--- src/include/sll_pkg.sv ---
// ----------------------------------------------------------------------------
// shared constants and types of the status led and light level block
// ----------------------------------------------------------------------------
package sll_pkg;

    // ------------------------------------------------------------------------
    // register map, 16-bit word addresses
    // ------------------------------------------------------------------------
    localparam logic [15:0] ADDR_TERM_EN    = 16'h0009; // holding
    localparam logic [15:0] ADDR_LIGHT_ACT  = 16'h0023; // holding
    localparam logic [15:0] ADDR_LIGHT_STBY = 16'h0024; // holding
    localparam logic [15:0] ADDR_LUX        = 16'h0029; // input
    localparam logic [15:0] ADDR_LIGHT_ST   = 16'h002a; // input
    localparam logic [15:0] ADDR_SRC_SEL    = 16'h004f; // holding
    localparam logic [15:0] ADDR_BRIGHT     = 16'h0050; // holding

    // ------------------------------------------------------------------------
    // field positions and reset values
    // ------------------------------------------------------------------------
    localparam int          TERM_EN_BIT     = 0;
    localparam logic [15:0] RST_TERM_EN     = 16'h0000;
    localparam logic [15:0] RST_LIGHT_ACT   = 16'h012c;
    localparam logic [15:0] RST_LIGHT_STBY  = 16'h0032;
    localparam logic [15:0] RST_SRC_SEL     = 16'h0000;
    localparam logic [15:0] RST_BRIGHT      = 16'h0064;

    // ------------------------------------------------------------------------
    // brightness scale
    // ------------------------------------------------------------------------
    localparam logic [15:0] BRIGHT_MAX_PCT  = 16'h0064; // 100 percent
    localparam logic [15:0] BRIGHT_STEP_PCT = 16'h000a; // 10 percent
    localparam logic [3:0]  PWM_STEPS       = 4'ha;     // slots per pwm period

    // ------------------------------------------------------------------------
    // timing
    // ------------------------------------------------------------------------
    localparam int unsigned CLK_HZ          = 50_000_000;
    localparam int unsigned WARMUP_MIN      = 15;
    localparam int unsigned WARMUP_SECS     = WARMUP_MIN * 60;
    localparam int unsigned SEC_CYCLES      = CLK_HZ;
    localparam int unsigned PWM_HZ          = 1000;
    localparam int unsigned SLOT_CYCLES     = CLK_HZ / (PWM_HZ * 10);

    // ------------------------------------------------------------------------
    // enumerations
    // ------------------------------------------------------------------------
    typedef enum logic [1:0]
    {
        SLL_SRC_TVOC = 2'h0,
        SLL_SRC_TEMP = 2'h1,
        SLL_SRC_RH   = 2'h2
    } sll_src_t;

    typedef enum logic [1:0]
    {
        SLL_LS_STANDBY = 2'h0,
        SLL_LS_LOW     = 2'h1,
        SLL_LS_ACTIVE  = 2'h2
    } sll_light_t;

    typedef enum logic [1:0]
    {
        SLL_COL_GREEN  = 2'h0,
        SLL_COL_YELLOW = 2'h1,
        SLL_COL_RED    = 2'h2
    } sll_colour_t;

    typedef enum logic [1:0]
    {
        SLL_WS_WARM = 2'h0,
        SLL_WS_RUN  = 2'h1
    } sll_warm_t;

    // inclusive band test, used for the alert band and the measuring range
    function automatic logic sll_in_band(input logic [15:0] v,
                                         input logic [15:0] lo,
                                         input logic [15:0] hi);
        sll_in_band = (v >= lo) && (v <= hi);
    endfunction : sll_in_band

endpackage : sll_pkg

--- src/include/sll_led_if.sv ---
`timescale 1ns/1ns
// ----------------------------------------------------------------------------
// indicator request from the status logic to the led driver
// ----------------------------------------------------------------------------
interface sll_led_if;
    sll_pkg::sll_colour_t colour;    // the one colour to show
    logic                 red_blink; // red shown as blinking
    logic                 blink_on;  // blink phase
    logic [3:0]           level;     // brightness in tenths

    modport ctrl (output colour, output red_blink, output blink_on, output level);
    modport drv  (input colour, input red_blink, input blink_on, input level);
endinterface : sll_led_if

--- src/rtl/sll_status_top.sv ---
`timescale 1ns/1ns
// ----------------------------------------------------------------------------
// status led and light level logic
// ----------------------------------------------------------------------------
// Behaviour
// - green when value within alert band bounds
// - yellow when value lies outside alert band but inside measuring range
// - steady red outside measuring range
// - blinking red on lost sensor link
// - source select register, tvoc after reset
// - brightness 0 to 100 percent, 10 steps
// - measured lux readable in input register
// - active and standby thresholds are writable
// - standby state when lux below standby
// - active state when lux above active
// - low intensity state between both thresholds
// - tvoc reads zero during fifteen minute warmup
// - termination resistor follows its enable register
// - exactly one indicator lit after power up
module sll_status_top #(
    parameter int unsigned SEC_CYCLES  = sll_pkg::SEC_CYCLES,
    parameter int unsigned WARMUP_SECS = sll_pkg::WARMUP_SECS,
    parameter int unsigned SLOT_CYCLES = sll_pkg::SLOT_CYCLES
) (
    input  wire logic             i_core_clk,
    input  wire logic             i_sys_rst,
    // measured quantities from the sensing logic
    input  wire logic [15:0]      i_tvoc_ppb,
    input  wire logic [15:0]      i_temp_val,
    input  wire logic [15:0]      i_rh_val,
    input  wire logic [15:0]      i_lux_val,
    input  wire logic             i_sensor_link_lost,
    // bounds per source, index 0 tvoc, 1 temperature, 2 humidity
    input  wire logic [2:0][15:0] i_alert_lo,
    input  wire logic [2:0][15:0] i_alert_hi,
    input  wire logic [2:0][15:0] i_range_lo,
    input  wire logic [2:0][15:0] i_range_hi,
    // register access from the modbus slave
    input  wire logic             i_reg_req,
    input  wire logic             i_reg_write,
    input  wire logic             i_reg_input_space,
    input  wire logic [15:0]      i_reg_addr,
    input  wire logic [15:0]      i_reg_wdata,
    output logic                  o_reg_ack,
    output logic                  o_reg_exc,
    output logic [15:0]           o_reg_rdata,
    // outputs
    output logic [15:0]           o_tvoc_ppb,
    output logic                  o_warming_up,
    output logic                  o_line_termination_resistor,
    output logic                  o_led_green,
    output logic                  o_led_yellow,
    output logic                  o_led_red
);

    // ------------------------------------------------------------------------
    // declarations
    // ------------------------------------------------------------------------
    sll_led_if led ();

    logic [15:0]           term_en_q;
    logic [15:0]           light_act_q;
    logic [15:0]           light_stby_q;
    logic [15:0]           src_sel_q;
    logic [15:0]           bright_q;
    logic [15:0]           lux_q;
    sll_pkg::sll_light_t   light_st_q;
    sll_pkg::sll_light_t   light_st_d;
    logic [25:0]           sec_cnt_q;
    logic                  sec_tick_q;
    logic [15:0]           warm_secs_q;
    sll_pkg::sll_warm_t    warm_st_q;
    logic [15:0]           tvoc_eff;
    sll_pkg::sll_src_t     src;
    logic [1:0]            src_idx;
    logic [15:0]           sel_val;
    sll_pkg::sll_colour_t  colour_q;
    sll_pkg::sll_colour_t  colour_d;
    logic                  red_blink_q;
    logic                  blink_on_q;
    logic [15:0]           bright_pct;
    logic [3:0]            level_q;
    logic                  hold_hit;
    logic                  in_hit;
    logic [15:0]           rd_data;

    // ------------------------------------------------------------------------
    // second enable and warm-up sequence
    // ------------------------------------------------------------------------

    // one-cycle pulse each second, shared by warm-up and blink
    always_ff @(posedge i_core_clk)
    begin
        if (i_sys_rst || sec_cnt_q == 26'(SEC_CYCLES - 1))
            sec_cnt_q <= 26'h0000000;
        else
            sec_cnt_q <= sec_cnt_q + 26'h0000001;
        sec_tick_q <= !i_sys_rst && (sec_cnt_q == 26'(SEC_CYCLES - 1));
    end

    always_ff @(posedge i_core_clk)
    begin
        if (i_sys_rst)
        begin
            warm_st_q   <= sll_pkg::SLL_WS_WARM;
            warm_secs_q <= 16'h0000;
        end
        else
        begin
            case (warm_st_q)
                sll_pkg::SLL_WS_WARM:
                begin
                    if (warm_secs_q >= 16'(WARMUP_SECS))
                        warm_st_q <= sll_pkg::SLL_WS_RUN;
                    else if (sec_tick_q)
                        warm_secs_q <= warm_secs_q + 16'h0001;
                end
                sll_pkg::SLL_WS_RUN: warm_st_q <= sll_pkg::SLL_WS_RUN; // stays until reset
                default:             warm_st_q <= sll_pkg::SLL_WS_WARM;
            endcase
        end
    end

    assign tvoc_eff = (warm_st_q == sll_pkg::SLL_WS_RUN) ? i_tvoc_ppb : 16'h0000;

    // published tvoc and warm-up flag, registered
    always_ff @(posedge i_core_clk)
    begin
        o_tvoc_ppb   <= i_sys_rst ? 16'h0000 : tvoc_eff;
        o_warming_up <= i_sys_rst || (warm_st_q != sll_pkg::SLL_WS_RUN);
    end

    // ------------------------------------------------------------------------
    // holding registers
    // ------------------------------------------------------------------------
    assign hold_hit = (i_reg_addr == sll_pkg::ADDR_TERM_EN)
                   || (i_reg_addr == sll_pkg::ADDR_LIGHT_ACT)
                   || (i_reg_addr == sll_pkg::ADDR_LIGHT_STBY)
                   || (i_reg_addr == sll_pkg::ADDR_SRC_SEL)
                   || (i_reg_addr == sll_pkg::ADDR_BRIGHT);
    assign in_hit   = (i_reg_addr == sll_pkg::ADDR_LUX)
                   || (i_reg_addr == sll_pkg::ADDR_LIGHT_ST);

    always_ff @(posedge i_core_clk)
    begin
        if (i_sys_rst)
        begin
            term_en_q    <= sll_pkg::RST_TERM_EN;
            light_act_q  <= sll_pkg::RST_LIGHT_ACT;
            light_stby_q <= sll_pkg::RST_LIGHT_STBY;
            src_sel_q    <= sll_pkg::RST_SRC_SEL;
            bright_q     <= sll_pkg::RST_BRIGHT;
        end
        else if (i_reg_req && i_reg_write && !i_reg_input_space)
        begin
            case (i_reg_addr)
                sll_pkg::ADDR_TERM_EN:    term_en_q    <= i_reg_wdata;
                sll_pkg::ADDR_LIGHT_ACT:  light_act_q  <= i_reg_wdata;
                sll_pkg::ADDR_LIGHT_STBY: light_stby_q <= i_reg_wdata;
                sll_pkg::ADDR_SRC_SEL:    src_sel_q    <= i_reg_wdata;
                sll_pkg::ADDR_BRIGHT:     bright_q     <= i_reg_wdata;
                default:                  term_en_q    <= term_en_q;
            endcase
        end
    end

    always_ff @(posedge i_core_clk)
    begin
        if (i_sys_rst)
            o_line_termination_resistor <= 1'b0;
        else
            o_line_termination_resistor <= term_en_q[sll_pkg::TERM_EN_BIT];
    end

    // ------------------------------------------------------------------------
    // ambient light classification
    // ------------------------------------------------------------------------

    // lux sample for the input register
    always_ff @(posedge i_core_clk)
    begin
        if (i_sys_rst)
            lux_q <= 16'h0000;
        else
            lux_q <= i_lux_val;
    end

    // equal to a threshold counts as low intensity; if the thresholds are
    // swapped by software, standby wins over active
    always_comb
    begin
        light_st_d = sll_pkg::SLL_LS_LOW;
        if (lux_q < light_stby_q)
            light_st_d = sll_pkg::SLL_LS_STANDBY;
        else if (lux_q > light_act_q)
            light_st_d = sll_pkg::SLL_LS_ACTIVE;
        else
            light_st_d = sll_pkg::SLL_LS_LOW;
    end

    // registered light state, one cycle behind the lux sample
    always_ff @(posedge i_core_clk)
    begin
        if (i_sys_rst)
            light_st_q <= sll_pkg::SLL_LS_STANDBY;
        else
            light_st_q <= light_st_d;
    end

    // ------------------------------------------------------------------------
    // register reads
    // ------------------------------------------------------------------------

    // read data is a full word, unused bits zero
    always_comb
    begin
        if (i_reg_input_space)
        begin
            case (i_reg_addr)
                sll_pkg::ADDR_LUX:      rd_data = lux_q;
                sll_pkg::ADDR_LIGHT_ST: rd_data = {14'h0000, light_st_q};
                default:                rd_data = 16'h0000;
            endcase
        end
        else
        begin
            case (i_reg_addr)
                sll_pkg::ADDR_TERM_EN:    rd_data = term_en_q;
                sll_pkg::ADDR_LIGHT_ACT:  rd_data = light_act_q;
                sll_pkg::ADDR_LIGHT_STBY: rd_data = light_stby_q;
                sll_pkg::ADDR_SRC_SEL:    rd_data = src_sel_q;
                sll_pkg::ADDR_BRIGHT:     rd_data = bright_q;
                default:                  rd_data = 16'h0000;
            endcase
        end
    end

    // answer one cycle after the request; writes to input space are refused
    always_ff @(posedge i_core_clk)
    begin
        if (i_sys_rst)
        begin
            o_reg_ack   <= 1'b0;
            o_reg_exc   <= 1'b0;
            o_reg_rdata <= 16'h0000;
        end
        else
        begin
            o_reg_ack   <= i_reg_req;
            o_reg_exc   <= i_reg_req && (i_reg_input_space ? (i_reg_write || !in_hit) : !hold_hit);
            o_reg_rdata <= (i_reg_req && !i_reg_write) ? rd_data : 16'h0000;
        end
    end

    // ------------------------------------------------------------------------
    // indicator selection
    // ------------------------------------------------------------------------

    // source decode, unknown codes fall back to tvoc
    always_comb
    begin
        case (src_sel_q[1:0])
            2'h1:    src = sll_pkg::SLL_SRC_TEMP;
            2'h2:    src = sll_pkg::SLL_SRC_RH;
            default: src = sll_pkg::SLL_SRC_TVOC;
        endcase
        if (src_sel_q[15:2] != 14'h0000)
            src = sll_pkg::SLL_SRC_TVOC;
    end

    assign src_idx = src;

    // value mux, tvoc as published so warm-up shows zero
    always_comb
    begin
        case (src)
            sll_pkg::SLL_SRC_TEMP: sel_val = i_temp_val;
            sll_pkg::SLL_SRC_RH:   sel_val = i_rh_val;
            default:               sel_val = tvoc_eff;
        endcase
    end

    // red over yellow over green, exactly one colour
    always_comb
    begin
        colour_d = sll_pkg::SLL_COL_GREEN;
        if (i_sensor_link_lost
            || !sll_pkg::sll_in_band(sel_val, i_range_lo[src_idx], i_range_hi[src_idx]))
            colour_d = sll_pkg::SLL_COL_RED;
        else if (!sll_pkg::sll_in_band(sel_val, i_alert_lo[src_idx], i_alert_hi[src_idx]))
            colour_d = sll_pkg::SLL_COL_YELLOW;
        else
            colour_d = sll_pkg::SLL_COL_GREEN;
    end

    // one colour chosen from the first cycle after reset
    always_ff @(posedge i_core_clk)
    begin
        colour_q    <= i_sys_rst ? sll_pkg::SLL_COL_GREEN : colour_d;
        // lost link marks red as blinking
        red_blink_q <= !i_sys_rst && i_sensor_link_lost;
    end

    always_ff @(posedge i_core_clk)
    begin
        if (i_sys_rst)
            blink_on_q <= 1'b1;
        else if (sec_tick_q)
            blink_on_q <= !blink_on_q;
    end

    // percent clamped to 100 and cut to whole tenths
    assign bright_pct = (bright_q > sll_pkg::BRIGHT_MAX_PCT) ? sll_pkg::BRIGHT_MAX_PCT
                                                             : bright_q;

    always_ff @(posedge i_core_clk)
    begin
        if (i_sys_rst)
            level_q <= 4'ha;
        else
            level_q <= 4'(bright_pct / sll_pkg::BRIGHT_STEP_PCT);
    end

    assign led.colour    = colour_q;
    assign led.red_blink = red_blink_q;
    assign led.blink_on  = blink_on_q;
    assign led.level     = level_q;

    // ------------------------------------------------------------------------
    // led driver
    // ------------------------------------------------------------------------
    sll_led_drv #(
        .SLOT_CYCLES (SLOT_CYCLES)
    ) u_led_drv (
        .i_core_clk   (i_core_clk),
        .i_sys_rst    (i_sys_rst),
        .led          (led.drv),
        .o_led_green  (o_led_green),
        .o_led_yellow (o_led_yellow),
        .o_led_red    (o_led_red)
    );

endmodule : sll_status_top

--- src/rtl/sll_led_drv.sv ---
`timescale 1ns/1ns
// ----------------------------------------------------------------------------
// led driver: one colour, pwm brightness in tenths, blink gating
// ----------------------------------------------------------------------------
module sll_led_drv #(
    parameter int unsigned SLOT_CYCLES = sll_pkg::SLOT_CYCLES
) (
    input  wire logic  i_core_clk,
    input  wire logic  i_sys_rst,
    sll_led_if.drv     led,
    output logic       o_led_green,
    output logic       o_led_yellow,
    output logic       o_led_red
);

    logic [15:0] slot_cnt_q;
    logic [3:0]  slot_idx_q;
    logic        pwm_on;

    // slot divider, a one-cycle enable steps the pwm slot index
    always_ff @(posedge i_core_clk)
    begin
        if (i_sys_rst)
        begin
            slot_cnt_q <= 16'h0000;
            slot_idx_q <= 4'h0;
        end
        else if (slot_cnt_q == 16'(SLOT_CYCLES - 1))
        begin
            slot_cnt_q <= 16'h0000;
            slot_idx_q <= (slot_idx_q == sll_pkg::PWM_STEPS - 4'h1) ? 4'h0 : slot_idx_q + 4'h1;
        end
        else
            slot_cnt_q <= slot_cnt_q + 16'h0001;
    end

    assign pwm_on = (slot_idx_q < led.level);

    // one colour at a time; red blink gated by the blink phase
    always_ff @(posedge i_core_clk)
    begin
        o_led_green  <= !i_sys_rst && pwm_on && (led.colour == sll_pkg::SLL_COL_GREEN);
        o_led_yellow <= !i_sys_rst && pwm_on && (led.colour == sll_pkg::SLL_COL_YELLOW);
        o_led_red    <= !i_sys_rst && pwm_on && (led.colour == sll_pkg::SLL_COL_RED)
                        && (!led.red_blink || led.blink_on);
    end

endmodule : sll_led_drv

--- config.mk ---
export PLATFORM = sky130hd
export DESIGN_NAME = sll_status_top
export DESIGN_NICKNAME = d
export VERILOG_FILES = /design/src/include/sll_pkg.sv /design/src/include/sll_led_if.sv /design/src/rtl/sll_status_top.sv /design/src/rtl/sll_led_drv.sv
export SDC_FILE = /design/constraint.sdc
export NUM_CORES = 1
export LEC_CHECK = 0
export ABC_CLOCK_PERIOD_IN_PS = 4300
export BUFFER_PORTS_ARGS = -buffer_cell sky130_fd_sc_hd__buf_2
export CELL_PAD_IN_SITES_DETAIL_PLACEMENT = 1
export CELL_PAD_IN_SITES_GLOBAL_PLACEMENT = 1
export CORE_MARGIN = 1
export CORE_UTILIZATION = 30
export CTS_BUF_LIST = sky130_fd_sc_hd__clkbuf_8
export CTS_CLUSTER_DIAMETER = 150
export DETAILED_ROUTE_END_ITERATION = 10
export PLACE_DENSITY_LB_ADDON = 0.1
export SYNTH_ARGS = -nofsm -noshare
export SYNTH_HDL_FRONTEND = slang
export SYNTH_HIERARCHICAL = 1
export SYNTH_SLANG_ARGS = --single-unit
--- constraint.sdc ---
create_clock -name i_core_clk -period 4.3 [get_ports i_core_clk]
set_input_delay 0.86 -clock i_core_clk [delete_from_list [all_inputs] [get_ports i_core_clk]]
set_output_delay 0.86 -clock i_core_clk [all_outputs]
set_load 0.005 [all_outputs]
**Yosys cells after proc, flatten, opt, wreduce, memory -nomap -nowiden**

Index checks and enable logic that the tools add are counted.

- Logic and storage cells: 130
- Flip-flop bits (word level): 210
- Output and inout bits: 39

- Muxes and demuxes: 23
- Order comparisons: 10
- Div/mod/pow operators: 1
- Reductions and logical operators: 44
- Bitwise operators: 2
- Add/subtract/negate cells: 4
- Equal/unequal tests: 19

Operators with widths:

| operator | count |
|---|---|
| 16-bit binary-select mux with 2-bit select | 4 |
| 16-bit two-way mux | 7 |
| 16-bit case mux with 5 select lines | 1 |
| 16-bit by 6-bit == test with 1-bit output, second input constant | 4 |
| 16-bit case mux with 2 select lines | 2 |
| 16-bit by 1-bit adder with 16-bit output, second input constant | 2 |
| 16-bit by 7-bit == test with 1-bit output, second input constant | 2 |
| 16-bit >= comparator | 2 |
| 16-bit <= comparator | 2 |
| 26-bit by 1-bit adder with 26-bit output, second input constant | 1 |
| 26-bit == test, second input constant | 1 |
| 16-bit by 4-bit divider with 16-bit output, second input constant | 1 |
| 16-bit by 13-bit == test with 1-bit output, second input constant | 1 |
| 16-bit by 4-bit == test with 1-bit output, second input constant | 1 |
| 16-bit by 10-bit >= comparator with 1-bit output, second input constant | 1 |
| 16-bit > comparator | 1 |
| 16-bit by 7-bit > comparator with 1-bit output, second input constant | 1 |
| 16-bit less-than comparator | 1 |
| 14-bit nonzero test | 1 |
| 1-bit logical AND | 13 |
| 1-bit logical OR | 10 |
| 2-bit AND reduction | 5 |
| 2-bit by 1-bit == test with 1-bit output, second input constant | 4 |
| 1-bit zero test | 8 |
| 15 further kinds | 27 |

**Longest topological paths before layout**

- Depth in word-level cells: 10
- Depth in mapped cells: 18

**Cells and area by module**

The synthesis kept the hierarchy.

Modules (own cells, without submodules):

| module | area each (um2) | cells each | sequential area each (um2) | times used |
|---|---|---|---|---|
| sll_status_top | 11192.0 | 1357 | 3723.6 | 1 |
| sll_led_drv | 1084.8 | 123 | 460.4 | 1 |

**Least setup slack after synthesis**

OpenSTA, ideal clock, no wires.

- Kind: register to register
- From: register src_sel_q[11]
- To: register colour_q[1]
- Arrival time: 4.103 ns
- Buffers on the path: 4
- Clock period less this slack: 4.231 ns
- Stages on the path, launching flop included: 18
- Library setup time: 0.128 ns
- Setup slack: 0.069 ns
- Path through: dfxtp_1 nor4_1 nand4_1 nor3b_1 clkbuf_1 clkbuf_1 ha_1 clkbuf_1 clkbuf_1 a221oi_1 a21oi_1 ha_1 a21o_1 a21oi_1 o221ai_1 o311a_1 a311o_1 nor2b_1

- Word-level cells in the longest chain between the ends: 9

Ends and longest elaborated chain:

| what | line | text |
|---|---|---|
| from (decl) | sll_status_top.sv:64 | `logic [15:0] src_sel_q;` |
| from (signal assigned) | sll_status_top.sv:151 | `src_sel_q <= sll_pkg::RST_SRC_SEL;` |
| from (signal assigned) | sll_status_top.sv:160 | `sll_pkg::ADDR_SRC_SEL: src_sel_q <= i_reg_wdata;` |
| 14-bit nonzero test (*) | sll_status_top.sv:267 | `if (src_sel_q[15:2] != 14'h0000)` |
| 2-bit two-way mux (*) | sll_status_top.sv:267 |  |
| 2-bit == test, or another cell as far along | sll_status_top.sv:276 | `case (src)` |
| 16-bit case mux with 2 select lines / 16-bit two-way mux (equally long branches) | sll_status_top.sv:276, sll_status_top.sv:288 |  |
| 16-bit >= comparator / 16-bit <= comparator (equally long branches) | sll_pkg.sv:78 | `sll_in_band = (v >= lo) && (v <= hi);` |
| 1-bit logical AND (*) | sll_pkg.sv:78 |  |
| 1-bit zero test (*) | sll_status_top.sv:288 | `\|\| !sll_pkg::sll_in_band(sel_val, i_range_lo[src_idx], i_range_hi[src_idx]))` |
| 1-bit logical OR (*) | sll_status_top.sv:288 |  |
| 2-bit two-way mux (*) | sll_status_top.sv:287 | `if (i_sensor_link_lost` |
| to (signal assigned) | sll_status_top.sv:299 | `colour_q <= i_sys_rst ? sll_pkg::SLL_COL_GREEN : colour_d;` |
| to (decl) | sll_status_top.sv:77 | `sll_pkg::sll_colour_t colour_q;` |

Mark *: on every way between the ends. The rest lies on a longest branch, timed or not. The select of a mux whose other input is x is not followed.
A chain may end at the register's enable or synchronous reset.

**Worst setup path in the final report**

Ends and elaborated chain as after synthesis.

==> impl_metrics.json <==
{
  "fp.dieW_um": 204,
  "slew_headroom": 0.373,
  "crit_required_ns": 4.75,
  "dr.pass1.iters": 5,
  "crit_type": "flip-flop to flip-flop",
  "fin_worst_skew_ns": 0.0403,
  "fmax_ghz": 0.247,
  "cp-end-kind": "flip-flop",
  "portBuffers": 332,
  "core_um2": 40000,
  "post-place-ws_ns": 0.0350,
  "netlist_instances": 1480,
  "cts_buffers": 41,
  "synth_edf_count": 0,
  "power_w": 0.00435,
  "cts_sinks": 209,
  "cts.repair.resized": 0,
  "cts-root-buf": "clkbuf_8",
  "cts_htree_levels": 2,
  "worst_ep_arrival_time_ns": 4.50,
  "grt_usage": 0.216,
  "fillers": 4895,
  "cts_setup_buffers": 0,
  "worstPathMaxFanout": 28,
  "antenna_found_initial": 1,
  "ys_seq_elements": 209,
  "grt_overflow_total": 0,
  "avgSynthCellArea_um2": 8.30,
  "viasPerCell": 5.06,
  "synth_cell_types": 70,
  "wl_um": 44900,
  "place_hpwl_um": 35800,
  "via_count": 11900,
  "r2r_cells": 15,
  "r2r_start": "src_sel_q[11]",
  "grt_pass1_vias": 12500,
  "r2r_slack_ns": 0.25,
  "ys.warnings.count": 6,
  "min_path_cells": 1,
  "grt_pass1_wl_um": 69900,
  "cts.clk_slew.worst_paths_ns": 0.07,
  "die_h_um": 204,
  "drive_gt1_frac": 0.252,
  "die_area_um2": 41700,
  "cp-start-kind": "flip-flop",
  "syn_area_um2": 12300,
  "hold_buffers": 0,
  "maxSlewViolCount": 0,
  "drt_iter0_markers": 465,
  "period_needed_ns": 4.05,
  "tns_ns": 0,
  "status": "finished clean",
  "post_drt_wl_per_cell_um": 19.0,
  "p_leak_nw": 6.58,
  "tightest_slew_ns": 0.938,
  "synthArstFlopShare": 0,
  "setup_ws_ns": 0.251,
  "drt_drc_violations_left": 0,
  "cts_tree": "built",
  "gp_congestion": 0.867,
  "hold_end": "u_led_drv/slot_cnt_q[0]",
  "grt_max_degree": 91,
  "seq_area_frac_synth": 0.341,
  "setup_viol": 0,
  "area_growth_pct": 25.7,
  "hold_path.class": "flip-flop to flip-flop",
  "syn_nets": 1878,
  "clock_latency_ns": 0.61,
  "finalHoldViolations": 0,
  "nets": 2204,
  "max_cap_viol_count": 0,
  "r2r_end": "colour_q[1]",
  "ant_nets": 0,
  "period_share": 0.942,
  "fp-row-count": 73,
  "synth_top_flop_cell": "dfxtp_1",
  "rsz0062_at_grt": "false",
  "initial_core_util": 0.307,
  "cts_max_path_buffers": 3,
  "ios": 333,
  "ir_drop_uv": 162,
  "power_density_nw_per_um2": 282,
  "min-delay-start": "u_led_drv/slot_cnt_q[0]"
}
## stage by stage
step,instance area (µm²),hold WS (ns),cells,utilization
after floorplan,12300,0.413,1480,-
after global placement,14500,0.429,2287,0.364
after detailed placement,14500,0.444,2287,0.364
after CTS,15400,0.419,2360,0.384
after global routing,15400,0.423,2362,0.386
final,15400,0.449,2362,0.386
## synthesized netlist by cell type (8+ instances only)
cell	number	area, µm²
nand4_1	26	163
a221o_1	15	150
a22o_2	8	80.1
and3_1	8	50.1
a31oi_1	8	50.1
a211o_1	9	78.8
xor2_1	21	184
xnor2_1	28	245
ha_1	104	1300
a22oi_1	20	150
nor3_1	24	120
nor2b_1	36	225
dfxtp_1	209	4180
nand2b_1	15	93.8
o21ai_0	29	145
o2bb2ai_1	17	149
mux2i_1	79	791
nor2_1	160	601
buf_2	16	80.1
a221oi_1	17	149
nand3_1	38	190
clkbuf_1	54	203
a21o_1	17	128
nand2_1	170	638
and2_1	17	106
nor4_1	15	93.8
a21oi_1	164	821
inv_1	57	214
## layer usage
layer / up-vias / wire (µm) / global-route usage
li1: 5935 / - / -
met1: 5673 / 19900 / 0.267
met2: 262 / 21900 / 0.376
met3: 70 / 1980 / 0.0410
met4: 0 / 1140 / 0.0674
met5: - / 0 / 0
## layout make-up
type                    count  area, µm²  share of cell area
inverters                  57        214              0.0139
clock buffers              49        674              0.0437
flip-flops and latches    209       4180               0.271
diodes                      1       2.50            0.000162
clock inverters            24        139             0.00900
repair buffers            364       1990               0.129
multi-input cells        1133       7560               0.490
well taps                 525        657              0.0426
## kinds of logic (layout without fill, tap and decap cells)
family | count (synthesis) | after routing | share of synthesized area
other | 0 | 1 | 0
buffers and inverters | 138 | 494 | 0.0472
AOI/OAI and AO/OA | 345 | 345 | 0.183
and+or+nand+nor | 555 | 555 | 0.223
muxes | 80 | 80 | 0.0653
DFF | 209 | 209 | 0.341
xor gates and xnor gates | 49 | 49 | 0.0350
adders and majority gates | 104 | 104 | 0.106
## sequential cells by signal, summed over array words and instances, names as in the netlist, 2 cells and up
name                  flops
bright_q                 16
light_act_q              16
warm_secs_q              16
o_reg_rdata              16
u_led_drv/slot_idx_q      4
light_stby_q             16
src_sel_q                16
lux_q                    16
u_led_drv/slot_cnt_q     16
sec_cnt_q                26
o_tvoc_ppb               16
light_st_q                2
term_en_q                16
colour_q                  2
led.level                 4
## critical path: stages (launching register included)
cell and delay (ns):
dfxtp_1 0.32, nor4_1 0.41, nand4_1 0.18, buf_4 0.18
nor3b_2 0.18, inv_1 0.06, ha_1 0.39, buf_12 0.21
a221oi_1 0.06, a21oi_1 0.56, ha_1 0.36, o211ai_1 0.08
a21boi_0 0.10, o311a_1 0.35, a311o_1 0.32, nor2b_1 0.15
## report_power, final
part	switching (W)	leakage, nW	internal [W]	total, W
clock network	0.000899	0.470	0.00109	0.00199
registers	0.0000158	1.69	0.00196	0.00197
logic	0.000210	4.42	0.000179	0.000389
## how the worst max path moves through the flow
stage | startpoint | endpoint | slack [ns] | cells past startpoint
6_report | src_sel_q[11] | colour_q[1] | 0.25 | 15
4_1_cts | src_sel_q[11] | colour_q[1] | 0.04 | 16
3_3_place_gp | src_sel_q[11] | colour_q[1] | 0.15 | 16
5_1_grt | src_sel_q[11] | colour_q[0] | 0.001 | 16
3_5_place_dp | src_sel_q[11] | colour_q[0] | 0.04 | 16
2_1_floorplan | src_sel_q[11] | colour_q[1] | 0.07 | 17
## layout by cell type, fill, tap and decap left out, drive strengths merged, types with 4 or more instances in the layout
cell type / netlist / layout
and3: 8 / 8
dfxtp: 209 / 209
a211o: 9 / 9
o2bb2ai: 17 / 17
nand4: 26 / 26
a31oi: 8 / 8
clkbuf: 57 / 50
a221o: 15 / 15
inv: 57 / 74
or4: 6 / 6
nor2b: 36 / 36
xor2: 21 / 21
nor3: 25 / 25
o21ai: 29 / 29
a21oi: 164 / 164
or3: 6 / 6
and4: 6 / 6
nor2: 161 / 161
a221oi: 17 / 17
a2111oi: 4 / 4
a22oi: 20 / 20
o2111ai: 5 / 5
buf: 24 / 363
xnor2: 28 / 28
ha: 104 / 104
a211oi: 6 / 6
nand2: 171 / 171
and2: 17 / 17
nand2b: 15 / 15
o21a: 5 / 5
nand3: 38 / 38
mux2i: 79 / 79
nor4: 19 / 19
a21o: 17 / 17
nor3b: 5 / 5
a22o: 14 / 14
Power figures use the tool's default switching activity.
